### src/ata_pkg.sv
// constants, state codes and the count helper for the strobe timing block
// assumes one 100 MHz core clock; all phase counts are in core clock cycles
//
// How it works
// - pio strobe on, then recovery count off
// - address valid setup count before strobe
// - pio write data valid at strobe on
// - pio write data held for hold count unless a new cycle starts first
// - address held through pio recovery count
// - dma word cycle is on plus off
// - dma strobe on for exact on count
// - dma read gap uses read off count
// - dma write gap uses write off count
// - dmack and selects lead first strobe
// - dmack held off plus end count
// - dma write data stable while strobe on
// - dma write data held after strobe off
// - data and address routable to alternate pins
package ata_pkg;
  localparam int           CNT_W   = 8;
  localparam logic [7:0]   CNT_RST = 8'h00;
  localparam logic [7:0]   CNT_ONE = 8'h01;
  localparam logic [1:0]   CS_IDLE = 2'h3;    // both chip selects negated
  localparam logic [2:0]   ADR_RST = 3'h0;
  localparam logic [15:0]  DAT_RST = 16'h0000;
  localparam logic [8:0]   DWL_MAX = 9'h1ff;

  typedef enum logic [2:0] {
    ST_IDLE  = 3'b000,
    ST_PSET  = 3'b001,
    ST_PSTB  = 3'b010,
    ST_PREC  = 3'b011,
    ST_DSET  = 3'b100,
    ST_DON   = 3'b101,
    ST_DOFF  = 3'b110,
    ST_DEND  = 3'b111
  } ata_state_t;

  // a programmed zero would give a phase of no length; treat it as one cycle
  function automatic logic [7:0] ata_min1(input logic [7:0] v);
    return (v == CNT_RST) ? CNT_ONE : v;
  endfunction : ata_min1
endpackage : ata_pkg

### src/ata_cnt_if.sv
// interface between the sequencer and its phase down counter
// assumes both ends run on core_clk
`timescale 1ns/10ps
interface ata_cnt_if;
  logic       load;      // start a new phase
  logic [7:0] load_val;  // phase length in cycles
  logic       hold;      // freeze the count
  logic       last;      // final cycle of the phase
  modport ctl (output load, output load_val, output hold, input last);
  modport cnt (input load, input load_val, input hold, output last);
endinterface : ata_cnt_if

### src/ata_phase_cnt.sv
// phase down counter: loaded at a phase start, flags the phase's last cycle
// assumes load values are already at least one
`timescale 1ns/10ps
module ata_phase_cnt
  import ata_pkg::*;
(
  input  wire logic core_clk,  // core clock
  input  wire logic rst,       // async reset, high
  ata_cnt_if.cnt    cif        // sequencer side
);
  logic [7:0] cnt_ff;
  logic [7:0] nxt_cnt;

  ////////////////////////////////////////////////////////////////////////
  // count down, hold while stretched, reload on phase change
  always_comb begin
    nxt_cnt = cnt_ff;
    if (cif.load) begin
      nxt_cnt = cif.load_val;
    end else if (!cif.hold && cnt_ff > CNT_ONE) begin
      nxt_cnt = cnt_ff - CNT_ONE;
    end
  end

  always_ff @(posedge core_clk or posedge rst) begin
    if (rst) begin
      cnt_ff <= CNT_RST;
    end else begin
      cnt_ff <= nxt_cnt;
    end
  end

  assign cif.last = (cnt_ff <= CNT_ONE);

  cnt_load_a: assert property (@(posedge core_clk) disable iff (rst)
    cif.load |=> cnt_ff == $past(cif.load_val))
    else $error("phase counter did not take its load value");
endmodule : ata_phase_cnt

### src/ata_strobe_timing.sv
// strobe sequencer for register, pio and multiword dma cycles on a drive cable
// assumes counts are stable while a cycle runs and requests come from core_clk logic
`timescale 1ns/10ps
module ata_strobe_timing
  import ata_pkg::*;
(
  input  wire logic        core_clk,              // core clock
  input  wire logic        rst,                   // async reset, high
  input  wire logic [7:0]  pio_strobe_count,      // pio strobe on cycles
  input  wire logic [7:0]  pio_recovery_count,    // pio strobe off cycles
  input  wire logic [7:0]  pio_addr_setup_count,  // address before strobe
  input  wire logic [7:0]  pio_wdata_hold_count,  // write data after strobe
  input  wire logic [7:0]  dma_strobe_on_count,   // dma strobe on cycles
  input  wire logic [7:0]  dma_strobe_off_count,  // off cycles after last word
  input  wire logic [7:0]  dma_read_off_count,    // read gap between words
  input  wire logic [7:0]  dma_write_off_count,   // write gap between words
  input  wire logic [7:0]  dma_ack_setup_count,   // dmack before first strobe
  input  wire logic [7:0]  dma_end_cycle_count,   // dmack tail after off
  input  wire logic        alt_port_sel,          // use alternate pin set
  input  wire logic        pio_req,               // start pio cycle, pulse
  input  wire logic        pio_write,             // pio direction
  input  wire logic [2:0]  pio_addr,              // register address
  input  wire logic [1:0]  pio_cs_n,              // chip selects
  input  wire logic [15:0] pio_wdata,             // pio write word
  output      logic [15:0] pio_rdata,             // pio read word
  output      logic        pio_done,              // pio cycle over, pulse
  input  wire logic        dma_start,             // start dma burst, pulse
  input  wire logic        dma_write,             // dma direction
  input  wire logic [1:0]  dma_cs_n,              // chip selects in burst
  input  wire logic        dma_more,              // more words wanted
  input  wire logic [15:0] dma_wdata,             // next dma write word
  output      logic        dma_wtake,             // dma_wdata taken, pulse
  output      logic [15:0] dma_rdata,             // dma read word
  output      logic        dma_word_done,         // word strobed, pulse
  output      logic        dma_done,              // burst over, pulse
  output      logic        busy,                  // cycle or burst active
  input  wire logic        iordy,                 // drive ready
  input  wire logic        dmarq,                 // drive dma request
  output      logic        dior_n,                // read strobe
  output      logic        diow_n,                // write strobe
  output      logic        dmack_n,               // dma acknowledge
  output      logic [1:0]  cs_n,                  // chip select pins
  output      logic [2:0]  pri_addr,              // primary address pins
  output      logic [2:0]  alt_addr,              // alternate address pins
  output      logic [15:0] pri_data_out,          // primary data out
  output      logic        pri_data_oe_n,         // primary drive enable
  input  wire logic [15:0] pri_data_in,           // primary data in
  output      logic [15:0] alt_data_out,          // alternate data out
  output      logic        alt_data_oe_n,         // alternate drive enable
  input  wire logic [15:0] alt_data_in            // alternate data in
);
  ata_cnt_if cif ();

  ata_state_t  state_ff, nxt_state;
  logic        strobe_ff, nxt_strobe;
  logic        wr_ff, nxt_wr;
  logic        dmack_ff, nxt_dmack;
  logic        cont_ff, nxt_cont;
  logic        alt_ff, nxt_alt;
  logic        doe_ff, nxt_doe;
  logic [1:0]  cs_ff, nxt_cs;
  logic [2:0]  addr_ff, nxt_addr;
  logic [15:0] dout_ff, nxt_dout;
  logic [15:0] prd_ff, nxt_prd;
  logic [15:0] drd_ff, nxt_drd;
  logic [7:0]  hold_ff, nxt_hold;
  logic        pdone_ff, nxt_pdone;
  logic        wdone_ff, nxt_wdone;
  logic        ddone_ff, nxt_ddone;
  logic        wtake_ff, nxt_wtake;
  logic [8:0]  dwell_ff, nxt_dwell;
  logic [15:0] din;

  ata_phase_cnt u_cnt (
    .core_clk (core_clk),
    .rst      (rst),
    .cif      (cif)
  );

  // read data comes from the selected pin set
  assign din = alt_ff ? alt_data_in : pri_data_in;

  ////////////////////////////////////////////////////////////////////////
  // sequencer: each phase loads the counter and waits for its last cycle
  always_comb begin
    nxt_state    = state_ff;
    nxt_strobe   = strobe_ff;
    nxt_wr       = wr_ff;
    nxt_dmack    = dmack_ff;
    nxt_cont     = cont_ff;
    nxt_alt      = alt_ff;
    nxt_doe      = doe_ff;
    nxt_cs       = cs_ff;
    nxt_addr     = addr_ff;
    nxt_dout     = dout_ff;
    nxt_prd      = prd_ff;
    nxt_drd      = drd_ff;
    nxt_pdone    = 1'b0;
    nxt_wdone    = 1'b0;
    nxt_ddone    = 1'b0;
    nxt_wtake    = 1'b0;
    cif.load     = 1'b0;
    cif.load_val = CNT_ONE;
    cif.hold     = 1'b0;
    // pio write data release runs on its own count, it may outlast recovery
    nxt_hold = (hold_ff > CNT_RST) ? hold_ff - CNT_ONE : CNT_RST;
    if (hold_ff == CNT_ONE) begin
      nxt_doe = 1'b0;
    end
    unique case (state_ff)
      ST_IDLE: begin
        nxt_alt = alt_port_sel;  // pin set only changes between cycles
        if (pio_req) begin
          nxt_addr     = pio_addr;
          nxt_cs       = pio_cs_n;
          nxt_wr       = pio_write;
          nxt_dout     = pio_wdata;
          nxt_doe      = pio_write;
          nxt_hold     = CNT_RST;
          nxt_state    = ST_PSET;
          cif.load     = 1'b1;
          cif.load_val = ata_min1(pio_addr_setup_count);
        end else if (dma_start) begin
          nxt_cs       = dma_cs_n;
          nxt_dmack    = 1'b1;
          nxt_wr       = dma_write;
          nxt_hold     = CNT_RST;
          nxt_doe      = 1'b0;
          nxt_state    = ST_DSET;
          cif.load     = 1'b1;
          cif.load_val = ata_min1(dma_ack_setup_count);
        end
      end
      ST_PSET: begin
        if (cif.last) begin
          nxt_strobe   = 1'b1;
          nxt_state    = ST_PSTB;
          cif.load     = 1'b1;
          cif.load_val = ata_min1(pio_strobe_count);
        end
      end
      ST_PSTB: begin
        cif.hold = !iordy;
        if (cif.last && iordy) begin
          nxt_strobe   = 1'b0;
          if (!wr_ff) begin
            nxt_prd = din;
          end
          if (wr_ff) begin
            nxt_hold = ata_min1(pio_wdata_hold_count);
          end
          nxt_state    = ST_PREC;
          cif.load     = 1'b1;
          cif.load_val = ata_min1(pio_recovery_count);
        end
      end
      ST_PREC: begin
        if (cif.last) begin
          nxt_cs    = CS_IDLE;
          nxt_state = ST_IDLE;
          nxt_pdone = 1'b1;
        end
      end
      ST_DSET, ST_DOFF: begin
        if (cif.last && (state_ff == ST_DSET || cont_ff)) begin
          nxt_strobe   = 1'b1;
          if (wr_ff) begin
            nxt_dout  = dma_wdata;
            nxt_doe   = 1'b1;
            nxt_wtake = 1'b1;
          end
          nxt_state    = ST_DON;
          cif.load     = 1'b1;
          cif.load_val = ata_min1(dma_strobe_on_count);
        end else if (cif.last) begin
          nxt_doe      = 1'b0;
          nxt_state    = ST_DEND;
          cif.load     = 1'b1;
          cif.load_val = ata_min1(dma_end_cycle_count);
        end
      end
      ST_DON: begin
        if (cif.last) begin
          nxt_strobe = 1'b0;
          nxt_wdone  = 1'b1;
          if (!wr_ff) begin
            nxt_drd = din;
          end
          // the drive has dropped dmarq by now if it wants the burst over
          nxt_cont     = dmarq && dma_more;
          nxt_state    = ST_DOFF;
          cif.load     = 1'b1;
          if (!(dmarq && dma_more)) begin
            cif.load_val = ata_min1(dma_strobe_off_count);
          end else if (wr_ff) begin
            cif.load_val = ata_min1(dma_write_off_count);
          end else begin
            cif.load_val = ata_min1(dma_read_off_count);
          end
        end
      end
      ST_DEND: begin
        if (cif.last) begin
          nxt_dmack = 1'b0;
          nxt_cs    = CS_IDLE;
          nxt_state = ST_IDLE;
          nxt_ddone = 1'b1;
        end
      end
    endcase
  end

  always_ff @(posedge core_clk or posedge rst) begin
    if (rst) begin
      state_ff  <= ST_IDLE;
      strobe_ff <= 1'b0;
      wr_ff     <= 1'b0;
      dmack_ff  <= 1'b0;
      cont_ff   <= 1'b0;
      alt_ff    <= 1'b0;
      doe_ff    <= 1'b0;
      cs_ff     <= CS_IDLE;
      addr_ff   <= ADR_RST;
      dout_ff   <= DAT_RST;
      prd_ff    <= DAT_RST;
      drd_ff    <= DAT_RST;
      hold_ff   <= CNT_RST;
      pdone_ff  <= 1'b0;
      wdone_ff  <= 1'b0;
      ddone_ff  <= 1'b0;
      wtake_ff  <= 1'b0;
    end else begin
      state_ff  <= nxt_state;
      strobe_ff <= nxt_strobe;
      wr_ff     <= nxt_wr;
      dmack_ff  <= nxt_dmack;
      cont_ff   <= nxt_cont;
      alt_ff    <= nxt_alt;
      doe_ff    <= nxt_doe;
      cs_ff     <= nxt_cs;
      addr_ff   <= nxt_addr;
      dout_ff   <= nxt_dout;
      prd_ff    <= nxt_prd;
      drd_ff    <= nxt_drd;
      hold_ff   <= nxt_hold;
      pdone_ff  <= nxt_pdone;
      wdone_ff  <= nxt_wdone;
      ddone_ff  <= nxt_ddone;
      wtake_ff  <= nxt_wtake;
    end
  end

  ////////////////////////////////////////////////////////////////////////
  // pins: only the selected set carries address and drives data
  assign dior_n        = !(strobe_ff && !wr_ff);
  assign diow_n        = !(strobe_ff && wr_ff);
  assign dmack_n       = !dmack_ff;
  assign cs_n          = cs_ff;
  assign pri_addr      = alt_ff ? ADR_RST : addr_ff;
  assign alt_addr      = alt_ff ? addr_ff : ADR_RST;
  assign pri_data_out  = dout_ff;
  assign alt_data_out  = dout_ff;
  assign pri_data_oe_n = !(doe_ff && !alt_ff);
  assign alt_data_oe_n = !(doe_ff && alt_ff);
  assign pio_rdata     = prd_ff;
  assign dma_rdata     = drd_ff;
  assign pio_done      = pdone_ff;
  assign dma_word_done = wdone_ff;
  assign dma_done      = ddone_ff;
  assign dma_wtake     = wtake_ff;
  assign busy          = (state_ff != ST_IDLE);

  ////////////////////////////////////////////////////////////////////////
  // checking aid: cycles spent in the present state
  always_comb begin
    if (nxt_state != state_ff) begin
      nxt_dwell = 9'h000;
    end else begin
      nxt_dwell = (dwell_ff == DWL_MAX) ? dwell_ff : dwell_ff + 9'h001;
    end
  end

  always_ff @(posedge core_clk or posedge rst) begin
    if (rst) begin
      dwell_ff <= 9'h000;
    end else begin
      dwell_ff <= nxt_dwell;
    end
  end

  addr_setup_a: assert property (@(posedge core_clk) disable iff (rst)
    (state_ff == ST_PSET && nxt_state == ST_PSTB)
      |-> dwell_ff + 9'h001 == {1'b0, ata_min1(pio_addr_setup_count)})
    else $error("address setup length wrong");
  pio_strobe_a: assert property (@(posedge core_clk) disable iff (rst)
    (state_ff == ST_PSTB && nxt_state == ST_PREC)
      |-> dwell_ff + 9'h001 >= {1'b0, ata_min1(pio_strobe_count)})
    else $error("pio strobe too short");
  iordy_stall_a: assert property (@(posedge core_clk) disable iff (rst)
    (state_ff == ST_PSTB && !iordy) |=> (state_ff == ST_PSTB && !strobe_ff == 1'b0))
    else $error("strobe ended while iordy low");
  pio_recov_a: assert property (@(posedge core_clk) disable iff (rst)
    (state_ff == ST_PREC && nxt_state == ST_IDLE)
      |-> dwell_ff + 9'h001 == {1'b0, ata_min1(pio_recovery_count)} && $stable(addr_ff))
    else $error("recovery length or address hold wrong");
  pio_wdata_a: assert property (@(posedge core_clk) disable iff (rst)
    (!diow_n && $past(!diow_n)) |-> $stable(dout_ff) && doe_ff)
    else $error("write data moved under strobe");
  pio_whold_a: assert property (@(posedge core_clk) disable iff (rst)
    ($rose(diow_n) && state_ff == ST_PREC) |-> doe_ff [*1])
    else $error("pio write data dropped at strobe end");
  dma_setup_a: assert property (@(posedge core_clk) disable iff (rst)
    (state_ff == ST_DSET && nxt_state == ST_DON)
      |-> dmack_ff && dwell_ff + 9'h001 == {1'b0, ata_min1(dma_ack_setup_count)})
    else $error("dmack setup wrong");
  dma_on_a: assert property (@(posedge core_clk) disable iff (rst)
    (state_ff == ST_DON && nxt_state == ST_DOFF)
      |-> dwell_ff + 9'h001 == {1'b0, ata_min1(dma_strobe_on_count)})
    else $error("dma strobe width wrong");
  dma_gap_a: assert property (@(posedge core_clk) disable iff (rst)
    (state_ff == ST_DOFF && nxt_state == ST_DON)
      |-> dwell_ff + 9'h001 == {1'b0, ata_min1(wr_ff ? dma_write_off_count
                                                      : dma_read_off_count)})
    else $error("dma gap between words wrong");
  dma_end_a: assert property (@(posedge core_clk) disable iff (rst)
    (state_ff == ST_DEND && nxt_state == ST_IDLE)
      |-> dmack_ff && dwell_ff + 9'h001 == {1'b0, ata_min1(dma_end_cycle_count)})
    else $error("dmack tail wrong");
  dma_wdata_a: assert property (@(posedge core_clk) disable iff (rst)
    (state_ff == ST_DON && wr_ff && $past(state_ff) == ST_DON) |-> $stable(dout_ff))
    else $error("dma write data moved under strobe");
  alt_route_a: assert property (@(posedge core_clk) disable iff (rst)
    alt_ff |-> pri_data_oe_n && pri_addr == ADR_RST)
    else $error("primary pins active while alternate chosen");
endmodule : ata_strobe_timing

### config.mk
export PLATFORM = sky130hd
export DESIGN_NAME = ata_strobe_timing
export DESIGN_NICKNAME = d
export VERILOG_FILES = /design/src/ata_pkg.sv /design/src/ata_cnt_if.sv /design/src/ata_phase_cnt.sv /design/src/ata_strobe_timing.sv
export SDC_FILE = /design/constraint.sdc
export NUM_CORES = 1
export LEC_CHECK = 0
export BUFFER_PORTS_ARGS = -buffer_cell sky130_fd_sc_hd__buf_2
export CAP_MARGIN = 20
export CORE_UTILIZATION = 50
export DETAILED_ROUTE_END_ITERATION = 16
export GPL_ROUTABILITY_DRIVEN = 0
export MAX_ROUTING_LAYER = met4
export PLACE_DENSITY_LB_ADDON = 0.15
export SYNTH_ARGS = -nofsm -noshare
export SYNTH_HDL_FRONTEND = slang
export SYNTH_SLANG_ARGS = --single-unit
### constraint.sdc
create_clock -name core_clk -period 5.4 [get_ports core_clk]
set_clock_uncertainty 0.1 [all_clocks]
set_input_delay 0.81 -clock core_clk [delete_from_list [all_inputs] [get_ports core_clk]]
set_output_delay 0.81 -clock core_clk [all_outputs]
set_load 0.005 [all_outputs]
==> impl_metrics.env, run 1 <==
export IMPL_status="finished clean"
export IMPL_wl_um=14200
export IMPL_drive_gt1_share_pct=38.8
export IMPL_arrival_ns=3.14
export IMPL_cts_root_buf="clkbuf_8"
export IMPL_coreArea_mm2=0.00928
export IMPL_first_iter_violations=215
export IMPL_clk_transition_reported_paths_ns=0.09
export IMPL_cts_path_max_buffers=2
export IMPL_whs_ns=0.348
export IMPL_crit_family="simple AND/OR/NAND/NOR gates"
export IMPL_syn_nets=688
export IMPL_worstPathCellList="or4_4 > nor4_4 > nand2_1 > nand2_1 > o21ai_0"
export IMPL_setup_violations=0
export IMPL_post_cts_repair_setup_buffers=0
export IMPL_irDropWorstVdd_v=0.000181
export IMPL_place_area_mm2=0.00598
export IMPL_power_density_mw_per_mm2=389
export IMPL_fin_setup_tns_ns=0
export IMPL_final_cell_mix="buf_2, dfrtp_1, nand2_1"
export IMPL_fin_crit_sh_pct=56.6
export IMPL_max_freq_mhz=327
export IMPL_dieHeight_um=100
export IMPL_htree_levels=3
export IMPL_seq_area_frac_synth_pct=42.5
export IMPL_crit_buf_inv=0
export IMPL_layout_cells_most_common="buf_2"
export IMPL_slew_headroom_pct=27.7
export IMPL_yosysTopAreaCellShare_pct=41.5
export IMPL_max_stage_delay_ns=0.72
export IMPL_grt_pass1_wl_um=21300
export IMPL_fin_nets=898
export IMPL_grt_pass1_vias=4429
export IMPL_synth_seq_cells=82
export IMPL_tightest_slew_ns=1.08
export IMPL_grt_max_degree=83
export IMPL_wl_per_cell_um=16.4
export IMPL_dieArea_mm2=0.0101
export IMPL_grt_overflow_total=0
export IMPL_port_buffers=242
export IMPL_slew_viol_final=0
export IMPL_cp_max_fo=32
export IMPL_synth_edff_count=0
export IMPL_cts_resized=0
export IMPL_start_util_pct=52.0
export IMPL_insertion_delay_ns=0.35
export IMPL_boundaryPins=243
export IMPL_drtPass1Iterations=5
export IMPL_postLayoutCoreUtil_pct=67.2
export IMPL_cp_start_kind="flip-flop"
export IMPL_drc=0
export IMPL_rsz0062_at_grt="no"
export IMPL_worstSetupPathType="flip-flop to flip-flop"
export IMPL_critPathSlowestCell="nand2_1"
export IMPL_drtAntennaViolNets=0
export IMPL_route_vias_total=4868
export IMPL_cts_sinks=82
export IMPL_p_leak_nw=3.23
export IMPL_finalHoldViolations=0
export IMPL_track_usage_pct=28.0
export IMPL_rows=35
export IMPL_hpwl_um=11000
export IMPL_post_route_cell_area_mm2=0.00623
export IMPL_crit_top_cell="nand2_1"
export IMPL_die_w_um=100
export IMPL_yosys_warnings=0
export IMPL_cts_hold_fix_buffers=0
export IMPL_cts_tree="built"
export IMPL_synth_top_cell_by_area="dfrtp_1"
export IMPL_cp_required_ns=5.48
export IMPL_drv_cap=0
export IMPL_end_kind="flip-flop"
export IMPL_syn_cell_area_mm2=0.00483
export IMPL_synth_area_per_cell_um2=9.23
export IMPL_synth_cell_type_count=62
export IMPL_syn_inst=523
export IMPL_ys_async_sr_fraction_pct=100
export IMPL_worstHoldPathType="input pin to async pin"
export IMPL_antenna_found_initial=0
export IMPL_viasPerCell=5.61
export IMPL_diodes=0
export IMPL_fin_crit_ns=3.06
export IMPL_area_growth_pct=29.1
export IMPL_synthFlopType="dfrtp_1"
export IMPL_ys_top_cells_by_area="dfrtp_1, mux2i_1, o21ai_0"
export IMPL_numCtsBuffers=9
-- area by class of cell --
class,count,area [um2]
Clock buffer,10,128
Clock inverter,6,97.6
Fill cell,764,3050
Inverter,12,46.3
Multi-Input combinational cell,381,2470
Sequential cell,82,2050
Tap cell,129,161
Timing Repair Buffer,247,1270
-- worst min-delay path, cell delays in order --
cell and delay [ns]:
buf_2 0.10, clkinv_2 0.03, buf_4 0.22
-- cells in the mapped netlist, drive strengths merged (6+ instances only) --
cell     count
nor3        17
nor4        16
mux2i       42
nor2        27
clkbuf      22
o21ai       60
a22oi       12
and2         6
xnor2       12
dfrtp       80
inv         11
a211oi       6
buf         26
o2bb2ai      8
mux2         8
nand2       68
a21oi       29
-- power breakdown --
part,internal [mW],switching (mW)
clock network,0.268,0.238
registers,0.805,0.203
logic,0.443,0.467
-- logic make-up after synthesis --
group	synth area share [%]
buf+inv	6.32
flops	42.5
xor+xnor	2.36
fa+ha+maj	1.04
compound gates	19.5
simple gates	17.6
mux	10.6
-- registers in the layout (all words and copies together) (netlist names) --
signal and flops:
dma_done 1, dma_word_done 1, dmack_ff 1, alt_ff 1, pio_rdata 16, u_cnt.cnt_ff 8
strobe_ff 1, wr_ff 1, cs_n 2, cont_ff 1, dma_rdata 16, alt_data_out 16
hold_ff 8, doe_ff 1, pio_done 1, dma_wtake 1, addr_ff 3, state_ff 3
-- per-stage QoR --
stage / total power, mW / cells / worst slack [ns]
finish: 2.42 / 867 / 2.34
global route: 2.59 / 867 / 2.20
CTS: 2.43 / 866 / 2.38
detailed placement: 1.92 / 850 / 2.20
global placement: 1.87 / 849 / 2.34
floorplan: 1.61 / 523 / 2.38
-- layer usage --
layer / up-vias / share of wire, % / track usage [%]
li1: 2317 / - / -
met1: 2272 / 40 / 32.9
met2: 248 / 51 / 48.9
met3: 31 / 7.0 / 3.62
met4: 0 / 2.2 / 11.0
met5: - / 0 / -
-- worst paths after layout --
kind | slack [ns] | start | to | cells past startpoint
max reg2reg | 2.34 | u_cnt.cnt_ff[2] | dma_rdata[6] | 5
min reg2reg | 0.39 | pio_rdata[12] | pio_rdata[12] | 2
min | 0.35 | rst | alt_data_out[8] | 3
max | 2.34 | u_cnt.cnt_ff[2] | dma_rdata[6] | 5
min in group core_clk | 0.39 | pio_rdata[12] | pio_rdata[12] | 2
max in group asynchronous | 4.22 | rst | cs_n[1] | 4
Note: power is estimated with default switching activity, not from simulation.
==> inputs of run 2 (changes only) <==
CORE_UTILIZATION = 46   (was 50)
clock period = 3 ns   (was 5.4 ns; I/O delays follow)
==> run 2 against run 1 <==
- design area is 1.2% higher
- flip-flop and latch count unchanged
- first-iteration DRC count grew 19%
- maximum frequency rose by 14%
- final cell count is 2.0% higher
- clock power is 77% higher
- combinational power increased by 87%
- die area rose by 8.5%
- sequential share of layout area fell by 0.39 points
- critical endpoint is now u_cnt.cnt_ff[7]
- register-to-register slack got worse by 2.0 ns
- critical path depth grew 2
- routed wire length fell by 1.4%
==> impl_metrics.env, run 2 (synthesized netlist as in run 1, its figures left out) <==
export IMPL_postLayoutCoreUtil_pct=61.7
export IMPL_multi_input_area_mm2=0.00247
export IMPL_viasPerCell=5.42
export IMPL_arrival_ns=2.79
export IMPL_regToRegStartpoint="state_ff[2]"
export IMPL_fill_cells=935
export IMPL_dp_worst_setup_slack_ns=0.357
export IMPL_rsz0062_at_grt="no"
export IMPL_grt_overflow_total=0
export IMPL_irDropWorstVdd_v=0.000277
export IMPL_diodes=0
export IMPL_fin_nets=908
export IMPL_worstPathCellList="buf_4 > nor3_2 > clkinv_1 > nor2_1 > a21oi_1 > a221oi_1 > a22oi_1"
export IMPL_fin_cells=884
export IMPL_dp_cells=868
export IMPL_whs_ns=0.0405
export IMPL_regArea_mm2=0.00205
export IMPL_fin_crit_ns=2.68
export IMPL_layout_setup_ws_ns=0.319
export IMPL_post_route_cell_area_mm2=0.00631
export IMPL_cts_resized=0
export IMPL_slew_headroom_pct=43.3
export IMPL_dieArea_mm2=0.0109
export IMPL_die_w_um=104
export IMPL_cts_sinks=82
export IMPL_hpwl_um=11200
export IMPL_max_stage_delay_ns=0.51
export IMPL_grt_max_degree=48
export IMPL_htree_levels=3
export IMPL_antenna_found_initial=0
export IMPL_track_usage_pct=26.9
export IMPL_tightest_slew_ns=0.843
export IMPL_wl_per_cell_um=15.9
export IMPL_route_vias_total=4790
export IMPL_place_area_mm2=0.00608
export IMPL_drtAntennaViolNets=0
export IMPL_area_growth_pct=30.7
export IMPL_finalHoldViolations=0
export IMPL_drtPass1Iterations=4
export IMPL_end_kind="flip-flop"
export IMPL_power_density_mw_per_mm2=693
export IMPL_cts_path_max_buffers=2
export IMPL_critPathSlowestCell="dfrtp_1"
export IMPL_port_buffers=242
export IMPL_setup_violations=0
export IMPL_numCtsBuffers=9
export IMPL_max_freq_mhz=373
export IMPL_cp_start_kind="flip-flop"
export IMPL_boundaryPins=243
export IMPL_cts_tree="built"
export IMPL_rows=37
export IMPL_finalPower_mw=4.37
export IMPL_fin_setup_tns_ns=0
export IMPL_cts_hold_fix_buffers=0
export IMPL_cp_max_fo=12
export IMPL_worstHoldPathType="input pin to async pin"
export IMPL_drive_gt1_share_pct=39.6
export IMPL_insertion_delay_ns=0.35
export IMPL_final_cell_mix="buf_2, dfrtp_1, nand2_1"
export IMPL_post_cts_repair_setup_buffers=0
export IMPL_r2r_slack_ns=0.32
export IMPL_reg2reg_depth=7
export IMPL_cp_required_ns=3.11
export IMPL_grt_pass1_wl_um=22400
export IMPL_r2r_end="u_cnt.cnt_ff[7]"
export IMPL_coreArea_mm2=0.0102
export IMPL_start_util_pct=47.2
export IMPL_cts_root_buf="clkbuf_8"
export IMPL_drc=0
export IMPL_p_leak_nw=3.27
export IMPL_layout_cells_most_common="buf_2"
export IMPL_fin_crit_sh_pct=89.4
export IMPL_wl_um=14000
export IMPL_clk_transition_reported_paths_ns=0.08
export IMPL_dieHeight_um=104
export IMPL_grt_pass1_vias=4637
export IMPL_drv_cap=0
export IMPL_first_iter_violations=256
export IMPL_status="finished clean"
export IMPL_worstSetupPathType="flip-flop to flip-flop"
export IMPL_slew_viol_final=0
==> run 2: changes by cell type in the layout (fill, tap and decap cells not counted) <==
cell and change:
buf_4 +11, buf_12 +1, buf_16 -1, buf_6 -1, clkbuf_8 +1, clkinvlp_4 +1
inv_6 -1, inv_8 -1
==> run 2: metal layers <==
metal	routed length, um	GRT usage (%)	vias up
li1	-	-	2326
met1	5760	31.2	2235
met2	7090	45.5	206
met3	899	5.76	23
met4	283	10.5	0
met5	0	-	-
==> run 2: critical path: cells and delay by family (launching register included) <==
family	cells	cell delay, ns
buf+inv	2	0.61
compound gates	3	0.66
flops	1	0.51
simple gates	2	0.65
==> run 2: worst max-delay path by stage <==
stage	endpoint	slack (ns)	startpoint
after CTS	u_cnt.cnt_ff[7]	0.33	state_ff[2]
final	u_cnt.cnt_ff[7]	0.32	state_ff[2]
after detailed placement	u_cnt.cnt_ff[7]	0.36	state_ff[2]
after global placement	u_cnt.cnt_ff[7]	0.40	state_ff[2]
after global routing	u_cnt.cnt_ff[7]	0.12	state_ff[2]
after floorplan	addr_ff[0]	0.34	rst
==> run 2: where the power goes <==
part           leakage, nW  internal (mW)  switching (mW)
Combinational         2.17          0.818           0.886
Clock                0.110          0.496           0.401
Sequential           0.995           1.45           0.322
==> run 2: area by class of cell <==
cell class	instances	share of cell area (%)
tap	136	2.70
multi-input combinational	381	39.2
clock inverter	5	1.35
timing repair buffer	257	21.2
clock buffer	11	2.24
inverter	12	0.734
sequential	82	32.6
==> inputs of run 3 (changes only) <==
clock period = 2.81 ns   (was 3 ns; I/O delays follow)
==> run 3 against run 2 <==
- flip-flop and latch count is the same
- maximum frequency grew 5.1%
- sequential power grew 6%
- first-iteration DRC count grew 25%
- critical path depth shrank 2
- via count grew 0.19%
- sequential share of layout area shrank 0.064 points
- register-to-register slack lost 0.06 ns
- worst setup slack lost 0.060 ns
- combinational power grew 11%
- worst hold slack lost 0.0011 ns
- largest cell class unchanged
==> impl_metrics.env, run 3 (synthesized netlist as in run 1, its figures left out) <==
export IMPL_fin_nets=915
export IMPL_wl_per_cell_um=15.9
export IMPL_htree_levels=3
export IMPL_slew_headroom_pct=57.5
export IMPL_cts_root_buf="clkbuf_8"
export IMPL_wl_um=14200
export IMPL_whs_ns=0.0393
export IMPL_dieArea_mm2=0.0109
export IMPL_first_iter_violations=320
export IMPL_area_growth_pct=30.9
export IMPL_die_w_um=104
export IMPL_drtPass1Iterations=4
export IMPL_cp_required_ns=2.94
export IMPL_numCtsBuffers=9
export IMPL_drtAntennaViolNets=0
export IMPL_rsz0062_at_grt="no"
export IMPL_boundaryPins=243
export IMPL_setup_violations=0
export IMPL_finalHoldViolations=0
export IMPL_dieHeight_um=104
export IMPL_worstSetupPathType="flip-flop to flip-flop"
export IMPL_fin_setup_tns_ns=0
export IMPL_max_freq_mhz=392
export IMPL_r2r_slack_ns=0.26
export IMPL_regToRegStartpoint="u_cnt.cnt_ff[2]"
export IMPL_post_cts_repair_setup_buffers=0
export IMPL_hpwl_um=11400
export IMPL_start_util_pct=47.2
export IMPL_cts_resized=0
export IMPL_grt_max_degree=47
export IMPL_power_density_mw_per_mm2=726
export IMPL_postLayoutCoreUtil_pct=61.8
export IMPL_cts_hold_fix_buffers=0
export IMPL_startpoint="u_cnt.cnt_ff[2]"
export IMPL_drc=0
export IMPL_p_leak_nw=3.29
export IMPL_arrival_ns=2.68
export IMPL_cts_tree="built"
export IMPL_layout_cells_most_common="buf_2"
export IMPL_fin_crit_sh_pct=90.8
export IMPL_worstHoldPathType="input pin to async pin"
export IMPL_tightest_slew_ns=0.637
export IMPL_coreArea_mm2=0.0102
export IMPL_end_kind="flip-flop"
export IMPL_insertion_delay_ns=0.34
export IMPL_antenna_found_initial=0
export IMPL_diodes=0
export IMPL_drv_cap=0
export IMPL_route_vias_total=4799
export IMPL_cp_max_fo=9
export IMPL_drive_gt1_share_pct=39.8
export IMPL_viasPerCell=5.39
export IMPL_slew_viol_final=0
export IMPL_finalPower_mw=4.59
export IMPL_port_buffers=242
export IMPL_cts_sinks=82
export IMPL_grt_pass1_vias=4644
export IMPL_fin_crit_ns=2.55
export IMPL_final_cell_mix="buf_2, dfrtp_1, nand2_1"
export IMPL_clk_transition_reported_paths_ns=0.08
export IMPL_grt_overflow_total=0
export IMPL_grt_pass1_wl_um=22500
export IMPL_status="finished clean"
export IMPL_track_usage_pct=27.1
export IMPL_cts_path_max_buffers=2
export IMPL_cp_start_kind="flip-flop"
export IMPL_rows=37
export IMPL_irDropWorstVdd_v=0.000338
run 3: changes by cell type in the layout (fill, tap and decap cells not counted):
cell,previous run,this run
buf_4,14,21
bufinv_16,2,1
clkbuf_1,1,3
clkinv_4,1,0
inv_6,1,0
run 3: final timing paths:
check                              endpoint  cells past startpoint
max                              hold_ff[1]                      5
min                        alt_data_out[10]                      2
max reg2reg                      hold_ff[1]                      5
min reg2reg                    pio_rdata[7]                      2
max in group asynchronous           cs_n[1]                      3
min in group core_clk                alt_ff                      3
run 3: worst max-delay path, cell delays in order (launching register included):
cell       delay [ns]
dfrtp_1          0.43
or4_4            0.63
or3_1            0.54
nor3_4           0.42
a311o_4          0.22
o2bb2ai_1        0.09
run 3: metrics by stage:
step                setup WS (ns)  instances  instance area [um2]
floorplan                   0.183        523                 4830
global placement            0.341        875                 6130
detailed placement          0.264        875                 6130
CTS                         0.257        890                 6320
global route                0.135        890                 6320
finish                      0.259        890                 6320
run 3: power breakdown:
group | internal (mW) | switching (mW)
combinational | 0.902 | 0.992
sequential | 1.55 | 0.317
clock | 0.432 | 0.396
run 3: final cells by class:
type	count	area [um2]
fillers	937	3910
clock inverters	2	37.5
repair buffers	264	1390
flip-flops and latches	82	2050
inverters	12	46.3
well taps	136	170
clock buffers	13	149
multi-input cells	381	2470
run 3: routing by layer:
layer / up-vias / track usage, % / wire, um
met1: 2200 / 31.4 / 5650
met2: 236 / 45.8 / 7110
met4: 0 / 10.5 / 330
li1: 2335 / - / -
met3: 28 / 5.64 / 1090
met5: - / - / 0
